--- src/rtl/soft_reset_pkg.sv ---
package soft_reset_pkg;

  // Byte address of the reset control register.
  localparam logic [31:0] RESET_CONTROL_ADDR = 32'h0000_01f8;
  // Byte address of a status register that shows the ready flag and the loader busy flag.
  localparam logic [31:0] RESET_STATUS_ADDR = 32'h0000_01fc;

  // Field positions inside the reset control register.
  localparam int DIGITAL_RESET_POS = 0;
  localparam int PORT_ONE_PHY_RESET_POS = 1;
  localparam int PORT_TWO_PHY_RESET_POS = 2;
  localparam int VIRTUAL_PHY_RESET_POS = 3;

  // Field positions inside the status register.
  localparam int READY_POS = 0;
  localparam int LOADER_BUSY_POS = 1;

  // Reset value of the four self-clearing reset bits.
  localparam logic [3:0] RESET_BITS_INIT = 4'h0;

  // Clock rate in kHz and minimum port PHY hold time in ns.
  localparam int CLOCK_KHZ = 10_000;
  localparam int PHY_HOLD_NS = 102_000;
  // A least time rounds up to whole cycles.
  localparam int PHY_HOLD_CYCLES = (PHY_HOLD_NS * (CLOCK_KHZ / 1000) + 999) / 1000;

  // Cycles that the virtual PHY and the digital core are held in reset.
  localparam int VPHY_HOLD_CYCLES = 4;
  localparam int CORE_HOLD_CYCLES = 8;
  // Cycles the core needs to settle after its reset before ready is raised.
  localparam int SETTLE_CYCLES = 16;

  // Width of the hold counters.
  localparam int HOLD_COUNT_W = 11;

  // AHB transfer type and size encodings used by the slave and the testbench.
  localparam logic [1:0] HTRANS_NONSEQ = 2'h2;
  localparam logic [2:0] HSIZE_WORD = 3'h2;
  localparam logic [2:0] HSIZE_HALF = 3'h1;

endpackage

--- src/rtl/reset_hold_if.sv ---
`timescale 1ns/1ps
`default_nettype none

// Carries one reset request into a hold timer and its state back out.
interface reset_hold_if;
  // Request pulse from the register logic.
  logic start;
  // High while the held unit is in reset.
  logic active;
  // One-cycle pulse when the held unit leaves reset.
  logic done;

  // The register side starts a hold and watches it.
  modport ctrl (output start, input active, input done);
  // The timer side runs the hold.
  modport timer (input start, output active, output done);
endinterface

`default_nettype wire

--- src/rtl/reset_hold_timer.sv ---
`timescale 1ns/1ps
`default_nettype none

// Holds a unit in reset for a fixed count of cycles after a start pulse.
module reset_hold_timer #(
  parameter int HOLD_CYCLES = 4
) (
  // Clock and reset.
  input wire logic hclk,
  input wire logic hresetn,
  // Request and state.
  reset_hold_if.timer hold
);

  // Remaining cycles in the hold; zero while idle.
  logic [soft_reset_pkg::HOLD_COUNT_W-1:0] count_reg;
  logic [soft_reset_pkg::HOLD_COUNT_W-1:0] count_next;
  // Pulse when the count reaches its end.
  logic done_reg;
  logic done_next;

  // The count loads on start and runs down; a start while busy is ignored.
  always_comb
  begin
    count_next = count_reg;
    done_next = 1'b0;
    if (count_reg != '0)
    begin
      count_next = count_reg - 1'b1;
      // The last held cycle ends the reset.
      if (count_reg == 1)
      begin
        done_next = 1'b1;
      end
    end
    else if (hold.start)
    begin
      count_next = soft_reset_pkg::HOLD_COUNT_W'(HOLD_CYCLES);
    end
  end

  // Registers the timer state.
  always_ff @(posedge hclk or negedge hresetn)
  begin
    if (!hresetn)
    begin
      count_reg <= '0;
      done_reg <= 1'b0;
    end
    else
    begin
      count_reg <= count_next;
      done_reg <= done_next;
    end
  end

  // The unit is in reset for the whole count.
  assign hold.active = (count_reg != '0);
  assign hold.done = done_reg;

endmodule

`default_nettype wire

--- src/rtl/software_reset_control.sv ---
// Notes on behaviour
// - Writing one resets the virtual PHY.
// - Virtual PHY bit clears after its reset.
// - Writes to a bit ignored while that bit is set.
// - Port two PHY held at least 102 us.
// - Port one PHY held at least 102 us.
// - Port PHY bits clear when hold ends.
// - Digital reset spares PLL and all PHYs.
// - Loader reload starts after digital reset.
// - Core registers default, sticky bits kept.
// - Digital reset aborts running loader commands.
// - Digital reset bit clears on release.
// - Loader cannot write any reset bit.
// - Reset register readable during reset, not ready.
// - Either halfword readable on its own.
// - Ready stays low until core settles.
`timescale 1ns/1ps
`default_nettype none

module software_reset_control #(
  parameter int PHY_HOLD = soft_reset_pkg::PHY_HOLD_CYCLES,
  parameter int VPHY_HOLD = soft_reset_pkg::VPHY_HOLD_CYCLES,
  parameter int CORE_HOLD = soft_reset_pkg::CORE_HOLD_CYCLES,
  parameter int SETTLE = soft_reset_pkg::SETTLE_CYCLES
) (
  // Clock and reset.
  input wire logic hclk,
  input wire logic hresetn,
  // AHB-Lite slave.
  input wire logic hsel,
  input wire logic [31:0] haddr,
  input wire logic [1:0] htrans,
  input wire logic hwrite,
  input wire logic [2:0] hsize,
  input wire logic [31:0] hwdata,
  input wire logic hready,
  output logic [31:0] hrdata,
  output logic hreadyout,
  output logic hresp,
  // Reset outputs, active low, to the units.
  output logic virtual_phy_resetn,
  output logic port_one_phy_resetn,
  output logic port_two_phy_resetn,
  output logic core_resetn,
  // Configuration loader control.
  output logic loader_abort,
  output logic loader_reload,
  input wire logic loader_busy,
  // Ready flag for the host.
  output logic ready
);

  // Hold timers for the three units and the core.
  reset_hold_if vphy_if();
  reset_hold_if p1_if();
  reset_hold_if p2_if();
  reset_hold_if core_if();

  // Virtual PHY hold; short, since that unit has no analog part to settle.
  reset_hold_timer #(.HOLD_CYCLES(VPHY_HOLD)) vphy_timer (
    .hclk(hclk),
    .hresetn(hresetn),
    .hold(vphy_if.timer)
  );
  // Port one PHY hold; the count covers the least hold time at the bus clock.
  reset_hold_timer #(.HOLD_CYCLES(PHY_HOLD)) p1_timer (
    .hclk(hclk),
    .hresetn(hresetn),
    .hold(p1_if.timer)
  );
  // Port two PHY hold, the same length as port one.
  reset_hold_timer #(.HOLD_CYCLES(PHY_HOLD)) p2_timer (
    .hclk(hclk),
    .hresetn(hresetn),
    .hold(p2_if.timer)
  );
  // Digital core hold; this block itself stays out of that reset.
  reset_hold_timer #(.HOLD_CYCLES(CORE_HOLD)) core_timer (
    .hclk(hclk),
    .hresetn(hresetn),
    .hold(core_if.timer)
  );

  // Loader busy is from another domain and passes two flip-flops.
  // Only the second stage is read, so a metastable first stage never reaches logic.
  logic busy_meta_reg;
  logic busy_sync_reg;

  // Captured address phase.
  // Only one transfer is pending at a time, because the slave never inserts wait states.
  logic wr_pend_reg;
  logic wr_pend_next;
  logic rd_pend_reg;
  logic rd_pend_next;
  logic [31:0] addr_reg;
  logic [31:0] addr_next;
  // Size of the captured transfer; a write wider than the bus writes nothing.
  logic [2:0] size_reg;
  logic [2:0] size_next;

  // Self-clearing reset bits, read back in the control register.
  logic [3:0] bits_reg;
  logic [3:0] bits_next;
  // Read data register.
  logic [31:0] rdata_reg;
  logic [31:0] rdata_next;
  // Settle counter after the core reset; ready goes high when it expires.
  logic [soft_reset_pkg::HOLD_COUNT_W-1:0] settle_reg;
  logic [soft_reset_pkg::HOLD_COUNT_W-1:0] settle_next;
  logic ready_reg;
  logic ready_next;
  // One-cycle reload request after the core reset.
  logic reload_reg;
  logic reload_next;

  // Write strobe of the data phase and the write data lanes that carry bits 3:0.
  logic wr_ctl;
  logic [3:0] set_req;

  // Synchroniser for loader busy; the first stage feeds only the second.
  always_ff @(posedge hclk or negedge hresetn)
  begin
    if (!hresetn)
    begin
      busy_meta_reg <= 1'b0;
      busy_sync_reg <= 1'b0;
    end
    else
    begin
      busy_meta_reg <= loader_busy;
      busy_sync_reg <= busy_meta_reg;
    end
  end

  // Address phase capture; only this slave sits on the bus so hready is its own.
  always_comb
  begin
    wr_pend_next = 1'b0;
    rd_pend_next = 1'b0;
    addr_next = addr_reg;
    size_next = size_reg;
    if (hsel && hready && htrans == soft_reset_pkg::HTRANS_NONSEQ)
    begin
      wr_pend_next = hwrite;
      rd_pend_next = !hwrite;
      addr_next = haddr;
      size_next = hsize;
    end
  end

  // Write of the control register in the data phase; only the bus reaches it.
  // The loader has no path to these bits at all.
  // A size wider than the data bus is no legal transfer and writes nothing.
  assign wr_ctl = wr_pend_reg && addr_reg == soft_reset_pkg::RESET_CONTROL_ADDR &&
                  size_reg <= soft_reset_pkg::HSIZE_WORD;

  // A write of one starts a reset only when that bit is clear.
  assign set_req = wr_ctl ? (hwdata[3:0] & ~bits_reg) : 4'h0;

  // Starts of the hold timers.
  // A start is a single-cycle pulse; the timer ignores it while a hold runs.
  assign vphy_if.start = set_req[soft_reset_pkg::VIRTUAL_PHY_RESET_POS];
  assign p1_if.start = set_req[soft_reset_pkg::PORT_ONE_PHY_RESET_POS];
  assign p2_if.start = set_req[soft_reset_pkg::PORT_TWO_PHY_RESET_POS];
  assign core_if.start = set_req[soft_reset_pkg::DIGITAL_RESET_POS];

  // Bit state: set by an accepted write, cleared when the unit leaves reset.
  // A set and a clear of one bit cannot meet: a start needs it clear, a done needs it set.
  // The bit stays set one cycle past the release, so a write in that cycle is ignored.
  always_comb
  begin
    bits_next = bits_reg | set_req;
    if (vphy_if.done)
    begin
      bits_next[soft_reset_pkg::VIRTUAL_PHY_RESET_POS] = 1'b0;
    end
    if (p1_if.done)
    begin
      bits_next[soft_reset_pkg::PORT_ONE_PHY_RESET_POS] = 1'b0;
    end
    if (p2_if.done)
    begin
      bits_next[soft_reset_pkg::PORT_TWO_PHY_RESET_POS] = 1'b0;
    end
    if (core_if.done)
    begin
      bits_next[soft_reset_pkg::DIGITAL_RESET_POS] = 1'b0;
    end
  end

  // Ready drops with the core reset and rises after the settle count.
  // The settle count also runs after power-up, so ready behaves alike for both resets.
  // The reload is requested once, when the core leaves reset.
  always_comb
  begin
    settle_next = settle_reg;
    ready_next = ready_reg;
    reload_next = 1'b0;
    if (core_if.start || core_if.active)
    begin
      ready_next = 1'b0;
      settle_next = '0;
    end
    else if (core_if.done)
    begin
      settle_next = soft_reset_pkg::HOLD_COUNT_W'(SETTLE);
      reload_next = 1'b1;
    end
    else if (settle_reg != '0)
    begin
      settle_next = settle_reg - 1'b1;
      if (settle_reg == 1)
      begin
        ready_next = 1'b1;
      end
    end
    else if (!ready_reg)
    begin
      // Power-up has no core release to load the count, so an idle count loads here.
      settle_next = soft_reset_pkg::HOLD_COUNT_W'(SETTLE);
    end
  end

  // Read data; this register never waits on ready or the core reset.
  // Either halfword address returns the whole word, with the reset bits in lanes 3:0.
  // Data is taken from next-state values at the address phase, so the data phase already
  // shows a write whose data phase ends on that same edge.
  always_comb
  begin
    rdata_next = 32'h0000_0000;
    if (rd_pend_next)
    begin
      if (addr_next == soft_reset_pkg::RESET_CONTROL_ADDR ||
          addr_next == soft_reset_pkg::RESET_CONTROL_ADDR + 32'h0000_0002)
      begin
        // Reserved bits 31:4 stay zero.
        rdata_next = {28'h000_0000, bits_next};
      end
      else if (addr_next == soft_reset_pkg::RESET_STATUS_ADDR ||
               addr_next == soft_reset_pkg::RESET_STATUS_ADDR + 32'h0000_0002)
      begin
        // The status word shows ready and the synchronised loader busy flag.
        rdata_next[soft_reset_pkg::READY_POS] = ready_next;
        rdata_next[soft_reset_pkg::LOADER_BUSY_POS] = busy_sync_reg;
      end
    end
    else
    begin
      rdata_next = rdata_reg;
    end
  end

  // Registers all control state.
  // The reset bits are cleared by the async reset; software can only set them.
  always_ff @(posedge hclk or negedge hresetn)
  begin
    if (!hresetn)
    begin
      wr_pend_reg <= 1'b0;
      rd_pend_reg <= 1'b0;
      addr_reg <= 32'h0000_0000;
      size_reg <= soft_reset_pkg::HSIZE_WORD;
      bits_reg <= soft_reset_pkg::RESET_BITS_INIT;
      rdata_reg <= 32'h0000_0000;
      settle_reg <= '0;
      // Ready starts low and rises after a settle period like a digital reset.
      ready_reg <= 1'b0;
      reload_reg <= 1'b0;
    end
    else
    begin
      wr_pend_reg <= wr_pend_next;
      rd_pend_reg <= rd_pend_next;
      addr_reg <= addr_next;
      size_reg <= size_next;
      bits_reg <= bits_next;
      rdata_reg <= rdata_next;
      settle_reg <= settle_next;
      ready_reg <= ready_next;
      reload_reg <= reload_next;
    end
  end

  // Every transfer is zero wait state and OKAY.
  // No register here needs more than one cycle, so wait states would only cost bandwidth.
  assign hreadyout = 1'b1;
  assign hresp = 1'b0;
  assign hrdata = rdata_reg;

  // The core reset spares this block, the PLL and the PHY timers, so the
  // register file keeps its sticky bits and the PHYs keep running.
  // The PHY resets come from their own timers, never from the core hold.
  assign core_resetn = !core_if.active;
  assign virtual_phy_resetn = !vphy_if.active;
  assign port_one_phy_resetn = !p1_if.active;
  assign port_two_phy_resetn = !p2_if.active;
  // Abort whatever the loader runs for the whole core reset.
  assign loader_abort = core_if.active;
  assign loader_reload = reload_reg;
  assign ready = ready_reg;

endmodule

`default_nettype wire

--- config.mk ---
export PLATFORM = sky130hd
export DESIGN_NAME = software_reset_control
export DESIGN_NICKNAME = d
export VERILOG_FILES = /design/src/rtl/soft_reset_pkg.sv /design/src/rtl/reset_hold_if.sv /design/src/rtl/reset_hold_timer.sv /design/src/rtl/software_reset_control.sv
export SDC_FILE = /design/constraint.sdc
export NUM_CORES = 1
export LEC_CHECK = 0
export BUFFER_PORTS_ARGS = -buffer_cell sky130_fd_sc_hd__buf_2
export CAP_MARGIN = 40
export CORE_ASPECT_RATIO = 1.25
export CORE_UTILIZATION = 49
export DETAILED_ROUTE_END_ITERATION = 8
export GPL_ROUTABILITY_DRIVEN = 0
export PLACE_DENSITY_LB_ADDON = 0.05
export SLEW_MARGIN = 20
export SYNTH_ARGS = -nofsm -noshare
export SYNTH_HDL_FRONTEND = slang
export SYNTH_SLANG_ARGS = --single-unit
--- constraint.sdc ---
create_clock -name hclk -period 1.9 [get_ports hclk]
set_clock_uncertainty 0.1 [all_clocks]
set_input_delay 0.38 -clock hclk [delete_from_list [all_inputs] [get_ports hclk]]
set_output_delay 0.38 -clock hclk [all_outputs]
set_load 0.01 [all_outputs]
# --- Word-level counts from Yosys, hierarchy flattened ---
# Index checks and enable logic that the tools add are counted.
word_totals:
  regBits: 135
  inputBits: 75
  out_inout_bits: 41
  wordCells: 97
op_classes:
  add_sub_neg: 5
  order_cmp: 1
  n_eq_ne: 12
  n_mux: 37
  bitwise_logic: 3
  reduce_logical: 21
ops:
  columns: ["cell", "count"]
  rows:
  - ["$eq 32x9->1 const B", 5]
  - ["$mux 11", 12]
  - ["$eq 11x1->1 const B", 5]
  - ["$reduce_bool 11->1", 5]
  - ["$sub 11x1->11 const B", 5]
  - ["$mux 32", 1]
  - ["$mux 1", 20]
  - ["$reduce_bool 2->1", 4]
  - ["$mux 2", 3]
  - ["$logic_not 1->1", 5]
  - ["$and 4x4->4", 1]
  - ["$logic_and 1x1->1", 4]
  - ["$mux 4", 1]
  - ["$ne 4x1->1 const B", 1]
  - ["$not 4->4", 1]
  - ["$or 4x4->4", 1]
  - ["$le 3x2->1 const B", 1]
  - ["$logic_or 1x1->1", 3]
  - ["$eq 2x2->1 const B", 1]

# --- Depth between registers and ports, before layout ---
logic_depth:
  ltp_word: 8
  depth_mapped: 8
  depth_no_buf: 7

# --- By module ---
# From an unflattened synthesis, not the netlist that was laid out.
unflattened:
  hier_cells: 501
  area_unflattened_um2: 5576.6
modules_own_cells:
  columns: ["module", "instances", "cells_per_inst", "area_each_um2"]
  rows:
  - ["software_reset_control", 1, 257, 2924.1]
  - ["reset_hold_timer at p1_timer ...", 2, 64, 656.9]
  - ["reset_hold_timer at vphy_timer", 1, 60, 688.2]
  - ["reset_hold_timer at core_timer", 1, 56, 650.6]

# --- Worst setup path before layout ---
# No wires, ideal clock.
synth_timing:
  path_type: "register to register"
  from: "reg p1_timer.count_reg[0] (netlist bit)"
  to: "reg p1_timer.count_reg[7] (netlist bit)"
  t_arrival_ns: 1.655
  required_ns: 1.679
  path_slack_ns: 0.024
  stages_incl_launch_ff: 9
  path_buffers: 1
  cell_sequence: "dfrtp_1 -> inv_1 -> ha_1 -> inv_1 -> or3_1 -> buf_2 -> inv_2 -> o21ai_1 -> a22o_1"
synth_via:
  elab_chain_len: 2
  word_cells_on_any_way: 4
  cone_classes: "add/sub (1); mux (1); reduce/logical (2)"
synth_lines:
  columns: ["item", "line_no", "rtl"]
  rows:
  - ["start, declared", "reset_hold_timer.sv:16", "logic [soft_reset_pkg::HOLD_COUNT_W-1:0] count_reg;"]
  - ["start signal, assigned", "reset_hold_timer.sv:52", "count_reg <= count_next;"]
  - ["$sub 11x1->11 / $reduce_bool 11->1 (equally long branches)", "reset_hold_timer.sv:29, reset_hold_timer.sv:27", null]
  - ["$mux 11 / $reduce_bool 2->1 (equally long branches)", null, null]
# Parallel ways exist; a longest one is shown, timed or not.
# A chain may end at the register's enable or synchronous reset.

# --- Worst setup path after layout ---
layout_timing:
  from: "reg p2_timer.count_reg[6] (netlist bit)"
  to: "out port_two_phy_resetn"
layout_via:
  elab_chain_len: 2
layout_lines:
  columns: ["item", "line_no", "rtl"]
  rows:
  - ["start, declared", "reset_hold_timer.sv:16", null]
  - ["start signal, assigned", "reset_hold_timer.sv:52", null]
  - ["$reduce_bool 11->1", "reset_hold_timer.sv:58", "assign hold.active = (count_reg != '0);"]
  - ["$logic_not 1->1", "software_reset_control.sv:296", "assign port_two_phy_resetn = !p2_if.active;"]
  - ["end, declared", "software_reset_control.sv:43", "output logic port_two_phy_resetn,"]
# Every way passes these cells.

==> qor.csv <==
stage,metric,value,unit
power_and_ir_drop,seqPwrFrac,0.366,
setup_path,critical_path_class,reg2out,
timing,hold_violations,0,
setup_path,cp_common_cell,buf_6,
synth,syn_avg_cell_area,11.48,um^2
power_and_ir_drop,switchingPower,0.002696,W
setup_path,start_kind,register,
clocking,cts_tree,built,
place,dp_hpwl,7774,um
setup_path,critPathRequiredTime,1.42,ns
power_and_ir_drop,comb_power_share,0.399,
power_and_ir_drop,sw_frac_of_total,0.3264,
global_route,grt_overflow,0,
timing,min_period_over_period,1.154,
setup_path,path_max_fanout,2,
final_layout,final_common_cell,dfrtp_1,
timing,holdWs,0.04796,ns
route,vias,3921,
clocking,clock_path_buffers,2,
global_route,track_usage,0.2085,
route,firstDrtPassIters,4,
power_and_ir_drop,internal_power,0.005565,W
place,portBuffers,57,
clocking,cts_max_level,3,
clocking,cts.clk_slew.worst_paths,0.07,ns
final_layout,largest_reg_flops,32,
timing,drv_slew,0,
final_layout,drive_gt1_frac,0.4571,
route,ant_nets,0,
run_status,status,"finished, violations left",
power_and_ir_drop,pwr-share-clk,0.235,
global_route,grt_first_pass_wirelength,18170,um
worst_hold_path,min_path_type,in2reg,
synth,synth_warnings,0,
route,drcViolationCount,0,
route,routed_wl,11090,um
final_layout,final_cell_mix,"dfrtp_1 (106), buf_4 (74), buf_2 (51), mux2_2 (38), nor2_1 (31)",
die,rows,41,
synth,syn_area,0.005245,mm^2
final_layout,syn2layout_area_growth,31.87,%
synth,ys_seq_area_frac,0.5107,
timing,finalCriticalPeriod,2.192,ns
die,chipWidth,94.54,um
setup_path,slowest_delay,0.56,ns
job,maxCapViolations,0,
setup_path,critPathArrivalTime,1.71,ns
die,die_area,0.01113,mm^2
run_status,violations,negative setup slack,
route,routed_via_density,5.335,
timing,setup_viol,36,
timing,setup_tns,-3.085,ns
die,ios,116,
timing,max_freq,456.1,MHz
synth,async_reset_ff_frac,1.000,
synth,synth_edf_count,0,
power_and_ir_drop,leakage,3.318,nW
global_route,antenna_found_initial,1,
final_layout,final_core_util,0.6741,
setup_path,slowest_stage,or4_4,
global_route,grt_max_degree,38,
final_layout,nets,688,
die,die_height,117.7,um
power_and_ir_drop,power_density,1194,mW/mm^2
final_layout,antenna_cells,0,
synth,synth-seq-cells,107,
setup_path,worstPathCellList,or4_4 -> nor3_4 -> buf_6 -> buf_6,
clocking,clock-sinks,107,
global_route,grt_pass1_vias,3888,
setup_path,endpoint_kind,output port,
timing,rsz0062_at_grt,yes,
clocking,root_buffer,clkbuf_16,
die,coreArea,0.01026,mm^2
timing,setup_slack,-0.2923,ns
synth,synth_top_flop_cell,dfrtp_1,
die,start_util,0.5112,
final_layout,n_fill_cell,792,
route,drt-wirelength-per-cell,15.08,um
route,drt-initial-drc-count,108,
synth,synthCells,457,
synth,synth.distinct_cells,68,
clocking,numCtsBuffers,9,
final_layout,stdcell_area,0.006917,mm^2
place,placement.cell_area,0.006053,mm^2
clocking,clkLatencyLatePin,0.35,ns
power_and_ir_drop,vdd_drop_max,0.001167,V
place,place_ws,-0.2819,ns
==> area by class of cell <==
class | instances | area [um^2] | area share
inverter | 21 | 83.83 | 0.01212
timing repair buffer | 142 | 1018 | 0.1473
clock buffer | 13 | 270.3 | 0.03907
clock inverter | 3 | 46.29 | 0.006693
sequential | 107 | 2679 | 0.3873
tap | 129 | 161.4 | 0.02334
multi-input combinational | 320 | 2658 | 0.3842
==> power by group through the flow <==
stage	logic, W	clock network (W)	registers [W]
6_report	0.00330	0.00194	0.00302
5_1_grt	0.00361	0.00207	0.00307
4_1_cts	0.00307	0.00198	0.00300
3_5_place_dp	0.00275	0	0.00301
3_3_place_gp	0.00266	0	0.00300
2_1_floorplan	0.00189	0	0.00298
==> Yosys cell counts (5+ instances only) <==
cell | number | area, um^2
nor4_1 | 14 | 87.58
nand4_1 | 5 | 31.28
a211oi_1 | 6 | 45.04
mux2_2 | 38 | 427.9
ha_1 | 12 | 150.1
nand3_1 | 7 | 35.03
nand2b_1 | 5 | 31.28
nor3_1 | 16 | 80.08
a21oi_1 | 7 | 35.03
or3_1 | 9 | 56.30
nand2_1 | 18 | 67.56
dfrtp_1 | 106 | 2653
xnor2_1 | 17 | 148.9
buf_4 | 32 | 240.2
inv_1 | 20 | 75.07
nor2_1 | 40 | 150.1
o21ai_1 | 5 | 25.02
o21ai_0 | 6 | 30.03
==> kinds of logic (layout without fill, tap and decap cells) <==
logic type,after synthesis,after routing,synth area share
and+or+nand+nor,156,156,0.1815
DFF,107,107,0.5107
buffers and inverters,59,179,0.06584
AOI/OAI and AO/OA,58,59,0.08469
muxes,42,42,0.09208
xor gates and xnor gates,21,21,0.03507
adders and majority gates,12,12,0.02863
other,2,30,0.001432
==> path summary, 6_finish.rpt <==
| path | from | endpoint | slack (ns) | cells after the start |
|---|---|---|---|---|
| worst min register to register | busy_meta_reg | busy_sync_reg | 0.27 | 0 |
| max in group asynchronous | hresetn | p2_timer.hold.done | 0.76 | 3 |
| worst max register to register | addr_reg[0] | hrdata[0] | -0.18 | 8 |
| worst min-delay path | loader_busy | busy_meta_reg | 0.05 | 1 |
| worst max-delay path | p2_timer.count_reg[6] | port_two_phy_resetn | -0.29 | 4 |
| min in group asynchronous | hresetn | settle_reg[8] | 0.36 | 2 |
==> per-layer routing <==
metal | track usage | vias up | part of all wire
met2 | 0.3465 | 83 | 0.51
met5 | 0 | - | 0.0015
met1 | 0.2748 | 1953 | 0.44
met4 | 0.05682 | 2 | 0.012
met3 | 0.04264 | 13 | 0.038
li1 | - | 1870 | -
==> critical path, delay by kind of cell, from the launching register on <==
| kind | cells | cell delay, ns |
|---|---|---|
| buffers and inverters | 2 | 0.22 |
| DFF | 1 | 0.38 |
| and+or+nand+nor | 2 | 0.77 |
==> stage by stage <==
step                std cells  total power, W
finish                    735        0.008261
global route              735        0.008746
global placement          699        0.005656
floorplan                 485        0.004863
detailed placement        699        0.005767
CTS                       727        0.008050
==> what timing repair did <==
item                                    in CTS  in global routing
hold buffers                                 1                  0
gates cloned                                 1                  0
hold endpoints to repair                    18                  0
gates resized for setup                     51                 33
pin swaps                                   33                 24
setup buffers                               12                 12
endpoints found under the setup margin      45                 46
Note: power is estimated with default switching activity, not from simulation.
